[src/rgc_pkg.sv]
// Constants shared by the receive gain control configuration slice
package rgc_pkg;
   // Register offsets on the configuration port
   localparam logic [5:0] RGC_ADDR_LIMITS = 6'h1B;
   localparam logic [5:0] RGC_ADDR_PRIO = 6'h1C;
   // Values after reset
   localparam logic [7:0] RGC_LIMITS_RESET = 8'h03;
   localparam logic [7:0] RGC_PRIO_RESET = 8'h40;
   // Field positions, limits register
   localparam int RGC_DIG_CEIL_LSB = 6;
   localparam int RGC_FRONT_CEIL_LSB = 3;
   localparam int RGC_TARGET_LSB = 0;
   // Field positions, priority register
   localparam int RGC_ORDER_BIT = 6;
   localparam int RGC_REL_THR_LSB = 4;
   localparam int RGC_ABS_THR_LSB = 0;
   localparam logic [7:0] RGC_PRIO_RW_MASK = 8'h7F;
   // Absolute threshold code that disables the absolute detector
   localparam logic [3:0] RGC_ABS_DISABLE = 4'h8;
   // Gain stage step ranges
   localparam logic [2:0] RGC_DIG_STEP_MAX = 3'h7;
   localparam logic [1:0] RGC_FIRST_RED_MAX = 2'h3;
   localparam logic [2:0] RGC_SECOND_RED_MAX = 3'h4;
   // Gain state after reset: full gain everywhere
   localparam logic [2:0] RGC_DIG_STEP_RESET = 3'h7;
   localparam logic [1:0] RGC_FIRST_RED_RESET = 2'h0;
   localparam logic [2:0] RGC_SECOND_RED_RESET = 3'h0;
   // Amplitude targets in dB, by code
   localparam logic [7:0] RGC_TARGET_DB0 = 8'h18;
   localparam logic [7:0] RGC_TARGET_DB1 = 8'h1B;
   localparam logic [7:0] RGC_TARGET_DB2 = 8'h1E;
   localparam logic [7:0] RGC_TARGET_DB3 = 8'h21;
   localparam logic [7:0] RGC_TARGET_DB4 = 8'h24;
   localparam logic [7:0] RGC_TARGET_DB5 = 8'h26;
   localparam logic [7:0] RGC_TARGET_DB6 = 8'h28;
   localparam logic [7:0] RGC_TARGET_DB7 = 8'h2A;
   // Relative carrier-sense rises in dB, by code
   localparam logic [7:0] RGC_REL_DB1 = 8'h06;
   localparam logic [7:0] RGC_REL_DB2 = 8'h0A;
   localparam logic [7:0] RGC_REL_DB3 = 8'h0E;
endpackage

[src/rgc_config.sv]
// Gain control configuration registers, carrier sense and gain loop top
`timescale 1ns/1ns
// What this block does
// - Digital gain ceiling code N forbids the top N digital gain steps.
// - Front amplifier ceiling code caps combined first and second amp gain.
// - Amplitude target code selects 24 to 42 dB loop target.
// - Order bit set lowers first amp first; clear empties second amp first.
// - Relative sense code selects off, 6, 10 or 14 dB RSSI rise.
// - Absolute sense threshold is signed dB above target; code 1000 disables.
module rgc_config
   import rgc_pkg::*;
(
   // Clock and reset
   input wire logic clock_in,
   input wire logic nrst_in,
   // Configuration port
   input wire logic [5:0] cfg_addr_in,
   input wire logic [7:0] cfg_wdata_in,
   input wire logic cfg_write_in,
   input wire logic cfg_read_in,
   output logic [7:0] cfg_rdata_out,
   output logic cfg_rvalid_out,
   // Measurements
   input wire logic amp_valid_in,
   input wire logic [7:0] amp_db_in,
   input wire logic rssi_valid_in,
   input wire logic [7:0] rssi_db_in,
   // Gain and sense state
   output logic [2:0] digital_gain_step_out,
   output logic [1:0] first_amp_red_out,
   output logic [2:0] second_amp_red_out,
   output logic carrier_sense_out
);
   import rgc_pkg::*;

   logic [7:0] gain_limits_and_target;
   logic [7:0] gain_priority_and_carrier_sense;
   logic [7:0] next_limits;
   logic [7:0] next_prio;
   logic [7:0] next_rdata;
   logic next_rvalid;
   // Carrier sense state
   logic abs_hit;
   logic rel_hit;
   logic [7:0] rssi_ref;
   logic next_abs_hit;
   logic next_rel_hit;
   logic [7:0] next_rssi_ref;
   logic next_sense;
   logic [7:0] target_db;
   logic [7:0] rel_db;

   // Named register fields
   logic [1:0] digital_gain_ceiling;
   logic [2:0] front_amp_gain_ceiling;
   logic [2:0] amplitude_target;
   logic stage_reduction_order;
   logic [1:0] relative_sense_threshold;
   logic [3:0] absolute_sense_threshold;
   logic limits_sel;
   logic prio_sel;

   // Target code to dB
   function automatic logic [7:0] rgc_target_db(input logic [2:0] code);
      case (code)
         3'h0: rgc_target_db = RGC_TARGET_DB0;
         3'h1: rgc_target_db = RGC_TARGET_DB1;
         3'h2: rgc_target_db = RGC_TARGET_DB2;
         3'h3: rgc_target_db = RGC_TARGET_DB3;
         3'h4: rgc_target_db = RGC_TARGET_DB4;
         3'h5: rgc_target_db = RGC_TARGET_DB5;
         3'h6: rgc_target_db = RGC_TARGET_DB6;
         default: rgc_target_db = RGC_TARGET_DB7;
      endcase
   endfunction

   // Relative code to dB rise, zero meaning off
   function automatic logic [7:0] rgc_rel_db(input logic [1:0] code);
      case (code)
         2'h1: rgc_rel_db = RGC_REL_DB1;
         2'h2: rgc_rel_db = RGC_REL_DB2;
         2'h3: rgc_rel_db = RGC_REL_DB3;
         default: rgc_rel_db = 8'h00;
      endcase
   endfunction

   assign digital_gain_ceiling = gain_limits_and_target[RGC_DIG_CEIL_LSB +: 2];
   assign front_amp_gain_ceiling = gain_limits_and_target[RGC_FRONT_CEIL_LSB +: 3];
   assign amplitude_target = gain_limits_and_target[RGC_TARGET_LSB +: 3];
   assign stage_reduction_order = gain_priority_and_carrier_sense[RGC_ORDER_BIT];
   assign relative_sense_threshold = gain_priority_and_carrier_sense[RGC_REL_THR_LSB +: 2];
   assign absolute_sense_threshold = gain_priority_and_carrier_sense[RGC_ABS_THR_LSB +: 4];

   // Address match, shared by the write and read paths
   assign limits_sel = (cfg_addr_in == RGC_ADDR_LIMITS);
   assign prio_sel = (cfg_addr_in == RGC_ADDR_PRIO);

   assign target_db = rgc_target_db(amplitude_target);
   assign rel_db = rgc_rel_db(relative_sense_threshold);

   // Register storage; a write lands at the edge that takes it
   always_comb begin
      next_limits = gain_limits_and_target;
      next_prio = gain_priority_and_carrier_sense;
      if (cfg_write_in && limits_sel) begin
         next_limits = cfg_wdata_in;
      end
      // Unused top bit stays zero
      if (cfg_write_in && prio_sel) begin
         next_prio = cfg_wdata_in & RGC_PRIO_RW_MASK;
      end
   end

   always_ff @(posedge clock_in or negedge nrst_in) begin
      if (!nrst_in) begin
         gain_limits_and_target <= RGC_LIMITS_RESET;
         gain_priority_and_carrier_sense <= RGC_PRIO_RESET;
      end else begin
         gain_limits_and_target <= next_limits;
         gain_priority_and_carrier_sense <= next_prio;
      end
   end

   // Readback shows old contents when a write lands in the same cycle
   always_comb begin
      // Read data holds until the next read
      next_rdata = cfg_rdata_out;
      next_rvalid = 1'b0;
      if (cfg_read_in) begin
         next_rvalid = 1'b1;
         if (limits_sel) begin
            next_rdata = gain_limits_and_target;
         end else if (prio_sel) begin
            next_rdata = gain_priority_and_carrier_sense;
         end else begin
            // Unmapped addresses read as zero
            next_rdata = 8'h00;
         end
      end
   end

   always_ff @(posedge clock_in or negedge nrst_in) begin
      if (!nrst_in) begin
         cfg_rdata_out <= 8'h00;
         cfg_rvalid_out <= 1'b0;
      end else begin
         cfg_rdata_out <= next_rdata;
         cfg_rvalid_out <= next_rvalid;
      end
   end

   // Carrier sense detectors
   always_comb begin
      logic signed [9:0] abs_level;
      logic [3:0] abs_code;
      logic [8:0] ref_plus;
      abs_code = absolute_sense_threshold;
      // Sign-extended code added to the loop target
      abs_level = $signed({2'b00, target_db}) + $signed({{6{abs_code[3]}}, abs_code});
      ref_plus = {1'b0, rssi_ref} + {1'b0, rel_db};
      next_abs_hit = abs_hit;
      next_rel_hit = rel_hit;
      next_rssi_ref = rssi_ref;
      if (abs_code == RGC_ABS_DISABLE) begin
         next_abs_hit = 1'b0;
      end else if (amp_valid_in) begin
         next_abs_hit = $signed({2'b00, amp_db_in}) >= abs_level;
      end
      if (rel_db == 8'h00) begin
         // Disabled: reference keeps tracking for a clean start
         next_rel_hit = 1'b0;
         if (rssi_valid_in) begin
            next_rssi_ref = rssi_db_in;
         end
      end else if (rssi_valid_in) begin
         next_rel_hit = {1'b0, rssi_db_in} >= ref_plus;
         // Reference holds while sensing so a slow fade does not drop it
         if (!next_rel_hit) begin
            next_rssi_ref = rssi_db_in;
         end
      end
      // Either detector raises sense
      next_sense = next_abs_hit | next_rel_hit;
   end

   // Sense comes from a flop, one cycle after the sample
   always_ff @(posedge clock_in or negedge nrst_in) begin
      if (!nrst_in) begin
         abs_hit <= 1'b0;
         rel_hit <= 1'b0;
         rssi_ref <= 8'h00;
         carrier_sense_out <= 1'b0;
      end else begin
         abs_hit <= next_abs_hit;
         rel_hit <= next_rel_hit;
         rssi_ref <= next_rssi_ref;
         carrier_sense_out <= next_sense;
      end
   end

   // ceilings read live at each decision
   rgc_gain_ctrl u_gain (
      .clock_in(clock_in),
      .nrst_in(nrst_in),
      .decide_in(amp_valid_in),
      .amp_db_in(amp_db_in),
      .target_db_in(target_db),
      .dig_ceiling_in(digital_gain_ceiling),
      .front_ceiling_in(front_amp_gain_ceiling),
      .first_priority_in(stage_reduction_order),
      .digital_gain_step_out(digital_gain_step_out),
      .first_amp_red_out(first_amp_red_out),
      .second_amp_red_out(second_amp_red_out)
   );
endmodule

[src/rgc_gain_ctrl.sv]
// Gain step decision logic bounded by the two gain ceilings
`timescale 1ns/1ns
module rgc_gain_ctrl
   import rgc_pkg::*;
(
   // Clock and reset
   input wire logic clock_in,
   input wire logic nrst_in,
   // Decision request
   input wire logic decide_in,
   input wire logic [7:0] amp_db_in,
   input wire logic [7:0] target_db_in,
   // Ceilings and order
   input wire logic [1:0] dig_ceiling_in,
   input wire logic [2:0] front_ceiling_in,
   input wire logic first_priority_in,
   // Gain state
   output logic [2:0] digital_gain_step_out,
   output logic [1:0] first_amp_red_out,
   output logic [2:0] second_amp_red_out
);
   import rgc_pkg::*;

   logic [2:0] next_dig;
   logic [1:0] next_first;
   logic [2:0] next_second;

   // Adds up to amount steps of front reduction in the chosen order
   function automatic logic [4:0] rgc_reduce(input logic [1:0] f, input logic [2:0] s,
                                             input logic [2:0] amount, input logic prio);
      logic [1:0] ff;
      logic [2:0] ss;
      ff = f;
      ss = s;
      for (int i = 0; i < 7; i++) begin
         if (i < int'(amount)) begin
            if (prio) begin
               if (ff < RGC_FIRST_RED_MAX) ff = ff + 2'h1;
               else if (ss < RGC_SECOND_RED_MAX) ss = ss + 3'h1;
            end else begin
               if (ss < RGC_SECOND_RED_MAX) ss = ss + 3'h1;
               else if (ff < RGC_FIRST_RED_MAX) ff = ff + 2'h1;
            end
         end
      end
      return {ff, ss};
   endfunction

   always_comb begin
      logic [2:0] max_dig;
      logic [2:0] total;
      logic [2:0] d;
      logic [1:0] f;
      logic [2:0] s;
      max_dig = RGC_DIG_STEP_MAX - {1'b0, dig_ceiling_in};
      d = digital_gain_step_out;
      f = first_amp_red_out;
      s = second_amp_red_out;
      total = 3'h0;
      next_dig = d;
      next_first = f;
      next_second = s;
      if (decide_in) begin
         if (d > max_dig) d = max_dig;
         total = {1'b0, f} + s;
         if (total < front_ceiling_in) begin
            {f, s} = rgc_reduce(f, s, front_ceiling_in - total, first_priority_in);
         end
         total = {1'b0, f} + s;
         if (amp_db_in > target_db_in) begin
            if (total < 3'h7) {f, s} = rgc_reduce(f, s, 3'h1, first_priority_in);
            else if (d != 3'h0) d = d - 3'h1;
         end else if (amp_db_in < target_db_in) begin
            if (d < max_dig) begin
               d = d + 3'h1;
            end else if (total > front_ceiling_in) begin
               // Undo in reverse of reduction order
               if (first_priority_in) begin
                  if (s != 3'h0) s = s - 3'h1;
                  else f = f - 2'h1;
               end else begin
                  if (f != 2'h0) f = f - 2'h1;
                  else s = s - 3'h1;
               end
            end
         end
         next_dig = d;
         next_first = f;
         next_second = s;
      end
   end

   always_ff @(posedge clock_in or negedge nrst_in) begin
      if (!nrst_in) begin
         digital_gain_step_out <= RGC_DIG_STEP_RESET;
         first_amp_red_out <= RGC_FIRST_RED_RESET;
         second_amp_red_out <= RGC_SECOND_RED_RESET;
      end else begin
         digital_gain_step_out <= next_dig;
         first_amp_red_out <= next_first;
         second_amp_red_out <= next_second;
      end
   end
endmodule

[config.mk]
export PLATFORM = sky130hd
export DESIGN_NAME = rgc_config
export DESIGN_NICKNAME = d
export VERILOG_FILES = /design/src/rgc_pkg.sv /design/src/rgc_config.sv /design/src/rgc_gain_ctrl.sv
export SDC_FILE = /design/constraint.sdc
export NUM_CORES = 1
export LEC_CHECK = 0
export BUFFER_PORTS_ARGS = -buffer_cell sky130_fd_sc_hd__buf_4
export CORE_MARGIN = 8
export CORE_UTILIZATION = 45
export DETAILED_ROUTE_END_ITERATION = 10
export GPL_TIMING_DRIVEN = 0
export PLACE_DENSITY = 0.7
export SETUP_SLACK_MARGIN = 0.05
export SYNTH_ARGS = -nofsm -noshare
export SYNTH_HDL_FRONTEND = slang
export SYNTH_HIERARCHICAL = 1
export SYNTH_SLANG_ARGS = --single-unit
[constraint.sdc]
create_clock -name clock_in -period 18.55 [get_ports clock_in]
set_input_delay 1.855 -clock clock_in [delete_from_list [all_inputs] [get_ports clock_in]]
set_output_delay 1.855 -clock clock_in [all_outputs]
set_load 0.02 [all_outputs]
Word-level counts from Yosys, hierarchy flattened
Cells that the tools add are included.
Storage, ports and cells
  bits in registers: 43
  bits of input ports: 36
  output and inout port bits: 18
  word-level logic and storage cells: 217
Cells by class
  add/sub/neg operators: 26
  order comparisons: 32
  eq/ne operators: 13
  muxes and demuxes: 126
  bitwise logic cells: 1
  reduce and logical (&&, ||, !) cells: 8
Operator list (number)
  $mux W3: 60
  $mux W2: 53
  $pmux W6 S7: 1
  $mux W8: 5
  $add A3 B1 Y3 const B: 9
  $lt A3 B3 Y1 const B: 9
  $add A2 B1 Y2 const B: 8
  $lt A2 B2 Y1 const B: 8
  $eq A6 B5 Y1 const B: 2
  $pmux W4 S3: 1
  $ge A9 B10 Y1: 1
  $add A8 B8 Y9: 1
  $eq A3 B3 Y1 const B: 3
  $ge A8 B9 Y1: 1
  $lt A3 B3 Y1 const A: 3
  $add A7 B4 Y8: 1
  $gt A8 B6 Y1: 1
  $logic_not A8 Y1: 1
  $lt A8 B6 Y1: 1
  $mux W7: 1
  $add A2 B3 Y3: 2
  $eq A3 B2 Y1 const B: 2
  $gt A3 B3 Y1: 2
  $lt A1 B3 Y1 const A: 2
  other kinds (18): 28

Depth between registers and ports, before layout
Gate-level depths: netlist of run 1.
  depth in word-level cells: 56
  gate-level depth with buffers: 40
  gate-level depth less buffers: 39

Cells and area by module
Netlist of run 1, hierarchy kept.
Modules (own cells, without submodules)
  rgc_gain_ctrl: instances 1, cells each 355, area each 2660.1 µm²
  rgc_config: instances 1, cells each 207, area each 2301.0 µm²

Least setup slack after synthesis of run 1
Ideal clock, no wire load.
  path type: reg2reg
  start: register u_gain.first_amp_red_out[0]
  end: register u_gain.second_amp_red_out[0]
  arrival time: 8915 ps
  data required time: 18426 ps
  slack: 9511 ps
  cell stages (with the launch flop): 40
  path buffers: 1
  clock period less this slack: 9039 ps
  cells stage by stage: dfrtp_1 > ha_1 > fa_1 > inv_1 > fa_1 > xor2_2 > buf_6 > o211a_1 > mux2_2 > ha_1 > o211ai_1 > o2111a_1 > mux2i_1 > inv_1 > ha_1 > o2bb2ai_1 > a311o_1 > nand3_1 > (+4 left out) > nor2_1 > a32o_1 > a21oi_1 > ha_1 > nand2_1 > o21ai_0 > a31oi_1 > inv_1 > fa_1 > xor2_2 > ha_1 > a21oi_1 > a311o_1 > nor4_1 > o211a_1 > o32ai_1 > a41o_1 > a211o_1
On the way
  longest elaborated chain between the ends: 56
RTL lines
  start, declared: line rgc_gain_ctrl.sv:19  | output logic [1:0] first_amp_red_out,
  start signal, assigned: line rgc_gain_ctrl.sv:100  | first_amp_red_out <= next_first;
  parallel branches: the longest is 55 deep, another holds $add A2 B3 Y3
  $mux W3 *: line rgc_gain_ctrl.sv:70  | if (amp_db_in > target_db_in) begin
  end signal, assigned: line rgc_gain_ctrl.sv:101  | second_amp_red_out <= next_second;
  end, declared: line rgc_gain_ctrl.sv:20  | output logic [2:0] second_amp_red_out
Mark *: on every way between the ends. The select of a mux whose other input is x is not followed.
A chain may end at the register's enable or synchronous reset.

Final worst setup path of run 1
Same ends and word-level chain as after synthesis.

==> impl_metrics.ini, run 1 <==
[synthesis]
synth-edff-count = 0
syn_inst = 562
yosysWarnings = 6
synth.distinct_cells = 81
async_flop_share = 1.00
ys_seq_area_frac = 0.218
synth_ff_type = dfrtp_1
synthesis.area_um2 = 4960
avgSynthCellArea_um2 = 8.83
ys_ff_latch = 43

[timing]
min_period_over_period = 0.565
tns_ns = 0
period_minus_slack_ns = 10.48
finalSetupViolCount = 0
max_freq_mhz = 95.5
fin_skew_ns = 0.0109
tightest_slew_ns = 1.05
hold_viol = 0
rsz0062_at_grt = false
slew_headroom = 0.293
drv_slew = 0

[routing]
drc = 0
viasPerCell = 5.91
wl_per_cell_um = 16.9
first_iter_violations = 309
wl_mm = 12.9
vias = 4517
ant_nets = 0
drt_first_pass_iters = 4

[clock_tree]
tritoncts = built
h-tree-depth = 2
clk_latency_ns = 0.30
ctsHoldBuffers = 0
numCtsBuffers = 5
cts.sinks = 43
clk_path_buf_depth = 2
postCtsSetupBuffers = 0
clkSlewWorstSetupHoldPaths_ns = 0.09
cts_resized = 0
cts-root-buf = clkbuf_8

[critical_path]
cp-startpoint = u_gain/first_amp_red_out[0]
path_class = flip-flop to flip-flop
crit_path_start_kind = flip-flop
end_kind = flip-flop
r2r_cells = 39
critPathMostFrequentCell = ha_1
worstPathRequired_ns = 18.73
path_buf_inv = 4
reg2reg_from = u_gain/first_amp_red_out[0]
critPathMaxFanout = 10
cp_data_arrival_time_ns = 10.65
crit_slowest_cell = nor4_1
crit_family = compound AO/OA/AOI/OAI gates
crit_cells = 39
cp_slowest_stage_delay_ns = 0.81

[grt]
grt.total_usage = 0.181
grt_pass1_wl_mm = 22.1
grt_max_degree = 44
antenna_found_initial = 0
grt_pass1_vias = 4624
gr-total-overflow = 0

[layout]
drive_gt1_frac = 0.210
final_cell_area_um2 = 5670
post-route-util = 0.526
area_growth_pct = 14.4
n_antenna_cell = 0
layout_common_cells = ha_1, buf_4, inv_1
final_common_cell = ha_1
fillers = 998
final_nets = 728

[die]
fp.dieW_um = 121
start_util = 0.460
core_area_um2 = 10800
die_y_um = 121
dieArea_um2 = 14600
boundaryPins = 54
rows = 38

[place]
hpwl_mm = 10.3
placed_area_um2 = 5540
routabilityCongestion = 0.869
io_buffers = 53

[pwr]
ir_drop_uv = 85.5
p_leak_uw = 0.00267
p_per_area_nw_per_um2 = 204

[hold_path]
hold_path.class = flip-flop to flip-flop
whs_path_depth = 2
worstHoldStart = cfg_rdata_out[5]

[job]
max_cap_viol_count = 0

[run_status]
run_status = finished, final reports clean
-- final timing paths --
path	to	slack (ns)
worst max register to register	u_gain/second_amp_red_out[0]	8.07
min in group asynchronous	rssi_ref[7]	1.54
worst min register to register	cfg_rdata_out[5]	0.53
worst min-delay path	cfg_rdata_out[5]	0.53
worst max-delay path	u_gain/second_amp_red_out[0]	8.07
max in group asynchronous	gain_limits_and_target[5]	16.61
-- cell families after synthesis --
| group | share of synthesized area |
|---|---|
| AND/OR/NAND/NOR | 0.155 |
| multiplexers | 0.0815 |
| adder cells (fa/ha/maj) | 0.182 |
| other | 0.000756 |
| flip-flops | 0.218 |
| XOR/XNOR | 0.0487 |
| buffers and inverters | 0.0565 |
| AO/OA/AOI/OAI | 0.258 |
-- sequential cells by signal (all words and copies together) (netlist names) --
register	cells
rel_hit	1
carrier_sense_out	1
u_gain/second_amp_red_out	3
rssi_ref	8
abs_hit	1
gain_limits_and_target	8
u_gain/digital_gain_step_out	3
cfg_rvalid_out	1
u_gain/first_amp_red_out	2
cfg_rdata_out	8
gain_priority_and_carrier_sense	7
-- where the power goes --
part / internal (µW) / switching (µW) / leakage (µW) / total (µW)
clock: 53.7 / 33.7 / 0.0000644 / 87.5
sequential: 116 / 24.5 / 0.000514 / 141
combinational: 366 / 564 / 0.00209 / 930
-- metal layers --
layer,wire [µm],vias to the layer above,GRT usage
met2,6200,117,0.298
li1,-,2197,-
met1,5920,2191,0.240
met4,148,0,0.0445
met3,634,12,0.0302
met5,0,-,0
-- worst register-to-register path: cells and delay by family (launching register included) --
family	cells	cell delay, ns
compound gates	16	3.49
simple gates	4	1.14
mux	4	1.03
flops	1	0.50
buf+inv	4	0.54
xor+xnor	2	0.57
fa+ha+maj	9	3.09
-- synthesized netlist by cell type (4+ instances only) --
library cell / n / share of area
a211oi_1: 5 / 0.0076
a21o_1: 15 / 0.023
a21oi_1: 37 / 0.037
a22oi_1: 8 / 0.012
a31o_2: 4 / 0.0071
a31oi_1: 9 / 0.011
and3_1: 5 / 0.0063
clkbuf_1: 12 / 0.0091
dfrtp_1: 37 / 0.19
dfstp_2: 6 / 0.032
fa_1: 5 / 0.020
ha_1: 64 / 0.16
inv_1: 51 / 0.039
mux2_2: 19 / 0.043
mux2_4: 8 / 0.024
mux2i_1: 7 / 0.014
nand2_1: 32 / 0.024
nand2b_1: 9 / 0.011
nand3_1: 10 / 0.010
nand4_1: 5 / 0.0063
nor2_1: 45 / 0.034
nor2b_1: 8 / 0.010
nor3_1: 6 / 0.0061
nor4_1: 4 / 0.0050
o211a_1: 4 / 0.0081
o21a_1: 6 / 0.0091
o21ai_0: 23 / 0.023
o21bai_1: 4 / 0.0061
o2bb2ai_1: 4 / 0.0071
o31ai_1: 5 / 0.0076
or2_2: 6 / 0.0076
xnor2_1: 17 / 0.030
xor2_1: 5 / 0.0088
-- layout make-up --
class,instances,area [µm²],area share
Buffer,18,88.8,0.0157
Clock buffer,5,68.8,0.0121
Clock inverter,3,67.6,0.0119
Inverter,51,191,0.0337
Multi-Input combinational cell,451,3600,0.635
Sequential cell,43,1080,0.191
Tap cell,140,175,0.0309
Timing Repair Buffer,53,398,0.0701
-- stage by stage --
stage | setup slack, ns | total power (µW) | hold WS (ns) | cells
global placement | 8.40 | 1010 | 0.500 | 756
detailed placement | 8.19 | 1050 | 0.502 | 756
finish | 8.07 | 1160 | 0.533 | 764
floorplan | 9.51 | 837 | 0.486 | 563
CTS | 8.13 | 1140 | 0.531 | 764
global route | 7.38 | 1270 | 0.552 | 764
Power figures use the tool's default switching activity.
==> inputs of run 2 (changes only) <==
- PLACE_DENSITY: 0.7 -> 0.72
- clock period: 18.55 -> 8.7 ns (I/O delays scaled with it)
==> run 2 against run 1 <==
Effect of this change:
- via count grew 4.0%
- maximum frequency grew 21%
- register-to-register slack lost 8.0 ns
- first-iteration DRC count grew 14%
- sequential share of layout area shrank 1.5 points
- non-clock buffer count grew 25
- global-route usage grew 0.12 points
- critical path depth shrank 5
==> impl_metrics.ini, run 2 (same netlist as run 1, synthesis figures left out) <==
[critical_path]
worstPathRequired_ns = 8.89
critPathMostFrequentCell = ha_4
cp_slowest_stage_delay_ns = 0.56
reg2reg_from = u_gain/first_amp_red_out[0]
crit_slowest_cell = fa_1
cp_data_arrival_time_ns = 8.84
crit_path_start_kind = flip-flop
end_kind = flip-flop
path_class = flip-flop to flip-flop
critPathMaxFanout = 4
cp-startpoint = u_gain/first_amp_red_out[0]

[layout]
layout_common_cells = buf_4, ha_1, inv_1
area_growth_pct = 24.6
final_nets = 753
drive_gt1_frac = 0.307
final_common_cell = buf_4
largestRegisters = cfg_rdata_out (8), gain_limits_and_target (8), rssi_ref (8)
stdcell_count = 789
n_antenna_cell = 0

[clock_tree]
cts-root-buf = clkbuf_8
clkSlewWorstSetupHoldPaths_ns = 0.09
cts.sinks = 43
tritoncts = built
h-tree-depth = 2
clk_path_buf_depth = 2
clk_latency_ns = 0.30
numCtsBuffers = 5

[grt]
grt_pass1_vias = 4624
gr-total-overflow = 0
grt_max_degree = 44
antenna_found_initial = 0
grt_pass1_wl_mm = 22.4
grt.total_usage = 0.182

[timing]
slew_headroom = 0.439
hold_viol = 0
min_period_over_period = 0.994
max_freq_mhz = 116
drv_slew = 0
rsz0062_at_grt = true
tightest_slew_ns = 0.836
fin_skew_ns = 0.00569
period_minus_slack_ns = 8.65
finalSetupViolCount = 0

[place]
place_inst = 756
io_buffers = 53
routabilityCongestion = 0.878
hpwl_mm = 10.5

[die]
dieArea_um2 = 14600
rows = 38
core_area_um2 = 10800
fp.dieW_um = 121
start_util = 0.460
boundaryPins = 54
die_y_um = 121

[job]
max_cap_viol_count = 0

[routing]
ant_nets = 0
wl_per_cell_um = 17.3
viasPerCell = 5.96
first_iter_violations = 352
drt_first_pass_iters = 5
wl_mm = 13.6
drc = 0
vias = 4699

[hold_path]
hold_path.class = flip-flop to flip-flop
worstHoldStart = u_gain/digital_gain_step_out[1]

[run_status]
run_status = finished, final reports clean
run 2: worst paths after layout:
path | to | slack, ns | cells past startpoint
max in group asynchronous | u_gain/first_amp_red_out[0] | 7.74 | 1
setup reg to reg | u_gain/second_amp_red_out[0] | 0.05 | 34
setup / recovery | u_gain/second_amp_red_out[0] | 0.05 | 34
hold / removal | u_gain/digital_gain_step_out[1] | 0.52 | 2
min in group asynchronous | rssi_ref[5] | 0.55 | 1
hold reg to reg | u_gain/digital_gain_step_out[1] | 0.52 | 2
run 2: routing by layer:
metal | global-route usage | part of all wire | up-vias
met5 | 0 | 0 | -
met4 | 0.0281 | 0.014 | 0
met3 | 0.0209 | 0.044 | 23
met2 | 0.319 | 0.50 | 146
met1 | 0.238 | 0.44 | 2276
li1 | - | - | 2254
run 2: cell type report:
type	count	area (µm²)
inverter	51	194
clock buffer	5	68.8
clock inverter	3	71.3
tap	140	175
sequential	43	1090
timing repair buffer	80	604
fill	931	4610
multi-input combinational	451	3900
buffer	16	81.3
run 2: worst max-delay path: cells and delay by family (launching register included):
kind	cells	cell delay, ns
buffers and inverters	4	0.43
muxes	2	0.58
xor gates and xnor gates	1	0.21
and+or+nand+nor	4	1.21
adders and majority gates	8	2.42
DFF	1	0.45
AOI/OAI and AO/OA	15	3.22
run 2: timing repair:
item | in CTS | in global routing
hold buffers | 0 | 0
endpoints found under the setup margin | 5 | 5
cloned | 0 | 0
pin swaps | 10 | 31
resized for setup | 9 | 43
buffers inserted | 13 | 14
run 2: per-stage QoR:
stage | cell area, µm² | utilization | hold slack (ns) | setup WS [ns] | TNS [ns]
4_1_cts | 5850 | 0.542 | 0.519 | 0.0508 | 0
3_3_place_gp | 5580 | 0.517 | 0.489 | -0.817 | -3.17
3_5_place_dp | 5580 | 0.517 | 0.501 | -0.934 | -3.72
2_1_floorplan | 5000 | - | 0.486 | 0.0647 | 0
5_1_grt | 6180 | 0.573 | 0.541 | -0.263 | -0.691
6_report | 6180 | 0.573 | 0.517 | 0.0531 | 0
Power of run 2 is left out: the tool's default activity adds up to more than one toggle a clock period on the data nets, which glitch-free logic cannot reach.
==> inputs of run 3 (changes only) <==
- CORE_UTILIZATION: 45 -> 35
- PLACE_DENSITY: 0.72 -> 0.6
==> run 3 against run 2 <==
Effect of this change:
- via count fell by 2.2%
- first-iteration DRC count grew 0.57%
- cell area increased by 1.0%
- flip-flop and latch count unchanged
- final cell count grew 5.2%
- core utilization down 12 points
- clock-buffer cell count unchanged
- global-route usage shrank 3.3 points
- hold slack got worse by 0.028 ns
- critical endpoint unchanged
- sequential share of layout area is 0.18 points lower
- routed wire length grew 1.4%
==> impl_metrics.ini, run 3 (same netlist as run 1, synthesis figures left out) <==
[layout]
final_common_cell = buf_4
post-route-util = 0.450
n_antenna_cell = 0
final_nets = 754
layout_common_cells = buf_4, ha_1, inv_1
drive_gt1_frac = 0.302
fillers = 1326
largestRegisters = cfg_rdata_out (8), gain_limits_and_target (8), rssi_ref (8)
area_growth_pct = 25.9

[timing]
drv_slew = 0
period_minus_slack_ns = 8.69
finalSetupViolCount = 0
holdWs_ns = 0.490
tns_ns = 0
tightest_slew_ns = 0.942
fin_skew_ns = 0.00649
rsz0062_at_grt = true
max_freq_mhz = 115
min_period_over_period = 0.999
slew_headroom = 0.368
hold_viol = 0
fin_ws_ns = 0.00928

[routing]
wl_mm = 13.8
drt_first_pass_iters = 5
drc = 0
dr_wl_met2_mm = 6.76
vias = 4596
viasPerCell = 5.54
first_iter_violations = 354
wl_met1_mm = 6.42
wl_per_cell_um = 16.7
dr_wl_met3_um = 535
ant_nets = 0
top_layer = met4

[grt]
grt_max_degree = 44
antenna_found_initial = 0
grt_pass1_wl_mm = 22.6
grt_pass1_vias = 4579
grt.total_usage = 0.149
gr-total-overflow = 0

[clock_tree]
h-tree-depth = 2
clk_path_buf_depth = 2
cts.sinks = 43
clk_latency_ns = 0.29
cts-root-buf = clkbuf_16
tritoncts = built
ctsHoldBuffers = 0
numCtsBuffers = 5
clkSlewWorstSetupHoldPaths_ns = 0.07

[die]
core_area_um2 = 13900
start_util = 0.357
fp.dieW_um = 135
boundaryPins = 54
die_y_um = 135
rows = 43
dieArea_um2 = 18200

[job]
max_cap_viol_count = 0

[critical_path]
r2r_cells = 34
end_kind = flip-flop
critPathMaxFanout = 4
cp_slowest_stage_delay_ns = 0.55
cp_data_arrival_time_ns = 8.86
ff2ff_setup_slack_ns = 0.009
critPathMostFrequentCell = ha_4
crit_slowest_cell = fa_1
crit_path_start_kind = flip-flop
worstPathRequired_ns = 8.87
r2r-end = u_gain/second_amp_red_out[0]
reg2reg_from = u_gain/first_amp_red_out[0]
cp-startpoint = u_gain/first_amp_red_out[0]
path_class = flip-flop to flip-flop
worstSetupEndpoint = u_gain/second_amp_red_out[0]

[place]
io_buffers = 53
routabilityCongestion = 0.877
dp_slack_ns = -0.996
hpwl_mm = 10.7

[run_status]
run_status = finished, final reports clean

[hold_path]
hold_path.class = flip-flop to flip-flop
[run 3: cell types whose count changed in the layout (fill, tap and decap cells not counted), sizes merged]
cell,change
clkinv,+1
buf,+1
bufinv,-1
[run 3: per-stage QoR]
stage	area, µm²	std cells
floorplan	5000	563
global placement	5630	796
detailed placement	5630	796
CTS	5960	819
global route	6240	830
finish	6240	830
[run 3: worst min-delay path by stage]
stage	from	to	slack, ns	cells after the start
3_3_place_gp	u_gain/digital_gain_step_out[1]	u_gain/digital_gain_step_out[1]	0.49	2
2_1_floorplan	rssi_ref[0]	rssi_ref[0]	0.49	1
5_1_grt	u_gain/digital_gain_step_out[1]	u_gain/digital_gain_step_out[1]	0.53	2
3_5_place_dp	u_gain/digital_gain_step_out[1]	u_gain/digital_gain_step_out[1]	0.49	2
6_report	u_gain/digital_gain_step_out[1]	u_gain/digital_gain_step_out[1]	0.49	2
4_1_cts	u_gain/digital_gain_step_out[1]	u_gain/digital_gain_step_out[1]	0.50	2
[run 3: worst max-delay path: cells and delay by family, from the launching register on]
kind / cells / cell delay, ns
compound gates: 14 / 3.07
fa+ha+maj: 8 / 2.49
simple gates: 6 / 1.52
mux: 2 / 0.63
flops: 1 / 0.44
buf+inv: 4 / 0.40
[run 3: area by class of cell]
cell class	instances	area, µm²	area share
well taps	180	225	0.0361
clock inverters	3	47.5	0.00762
repair buffers	82	619	0.0992
inverters	51	191	0.0307
flip-flops and latches	43	1090	0.174
multi-input cells	451	3880	0.621
clock buffers	5	125	0.0200
plain buffers	15	70.1	0.0112
[run 3: per-layer routing]
layer / up-vias / GRT usage
met1: 2224 / 0.196
met5: - / 0
li1: 2253 / -
met4: 0 / 0.0315
met3: 8 / 0.0201
met2: 111 / 0.254
[run 3: repair_timing]
item / CTS / global route
pin swaps: 8 / 32
endpoints found under the setup margin: 6 / 5
setup buffers: 15 / 14
resized for setup: 10 / 36
Power of run 3 is left out for the same reason.
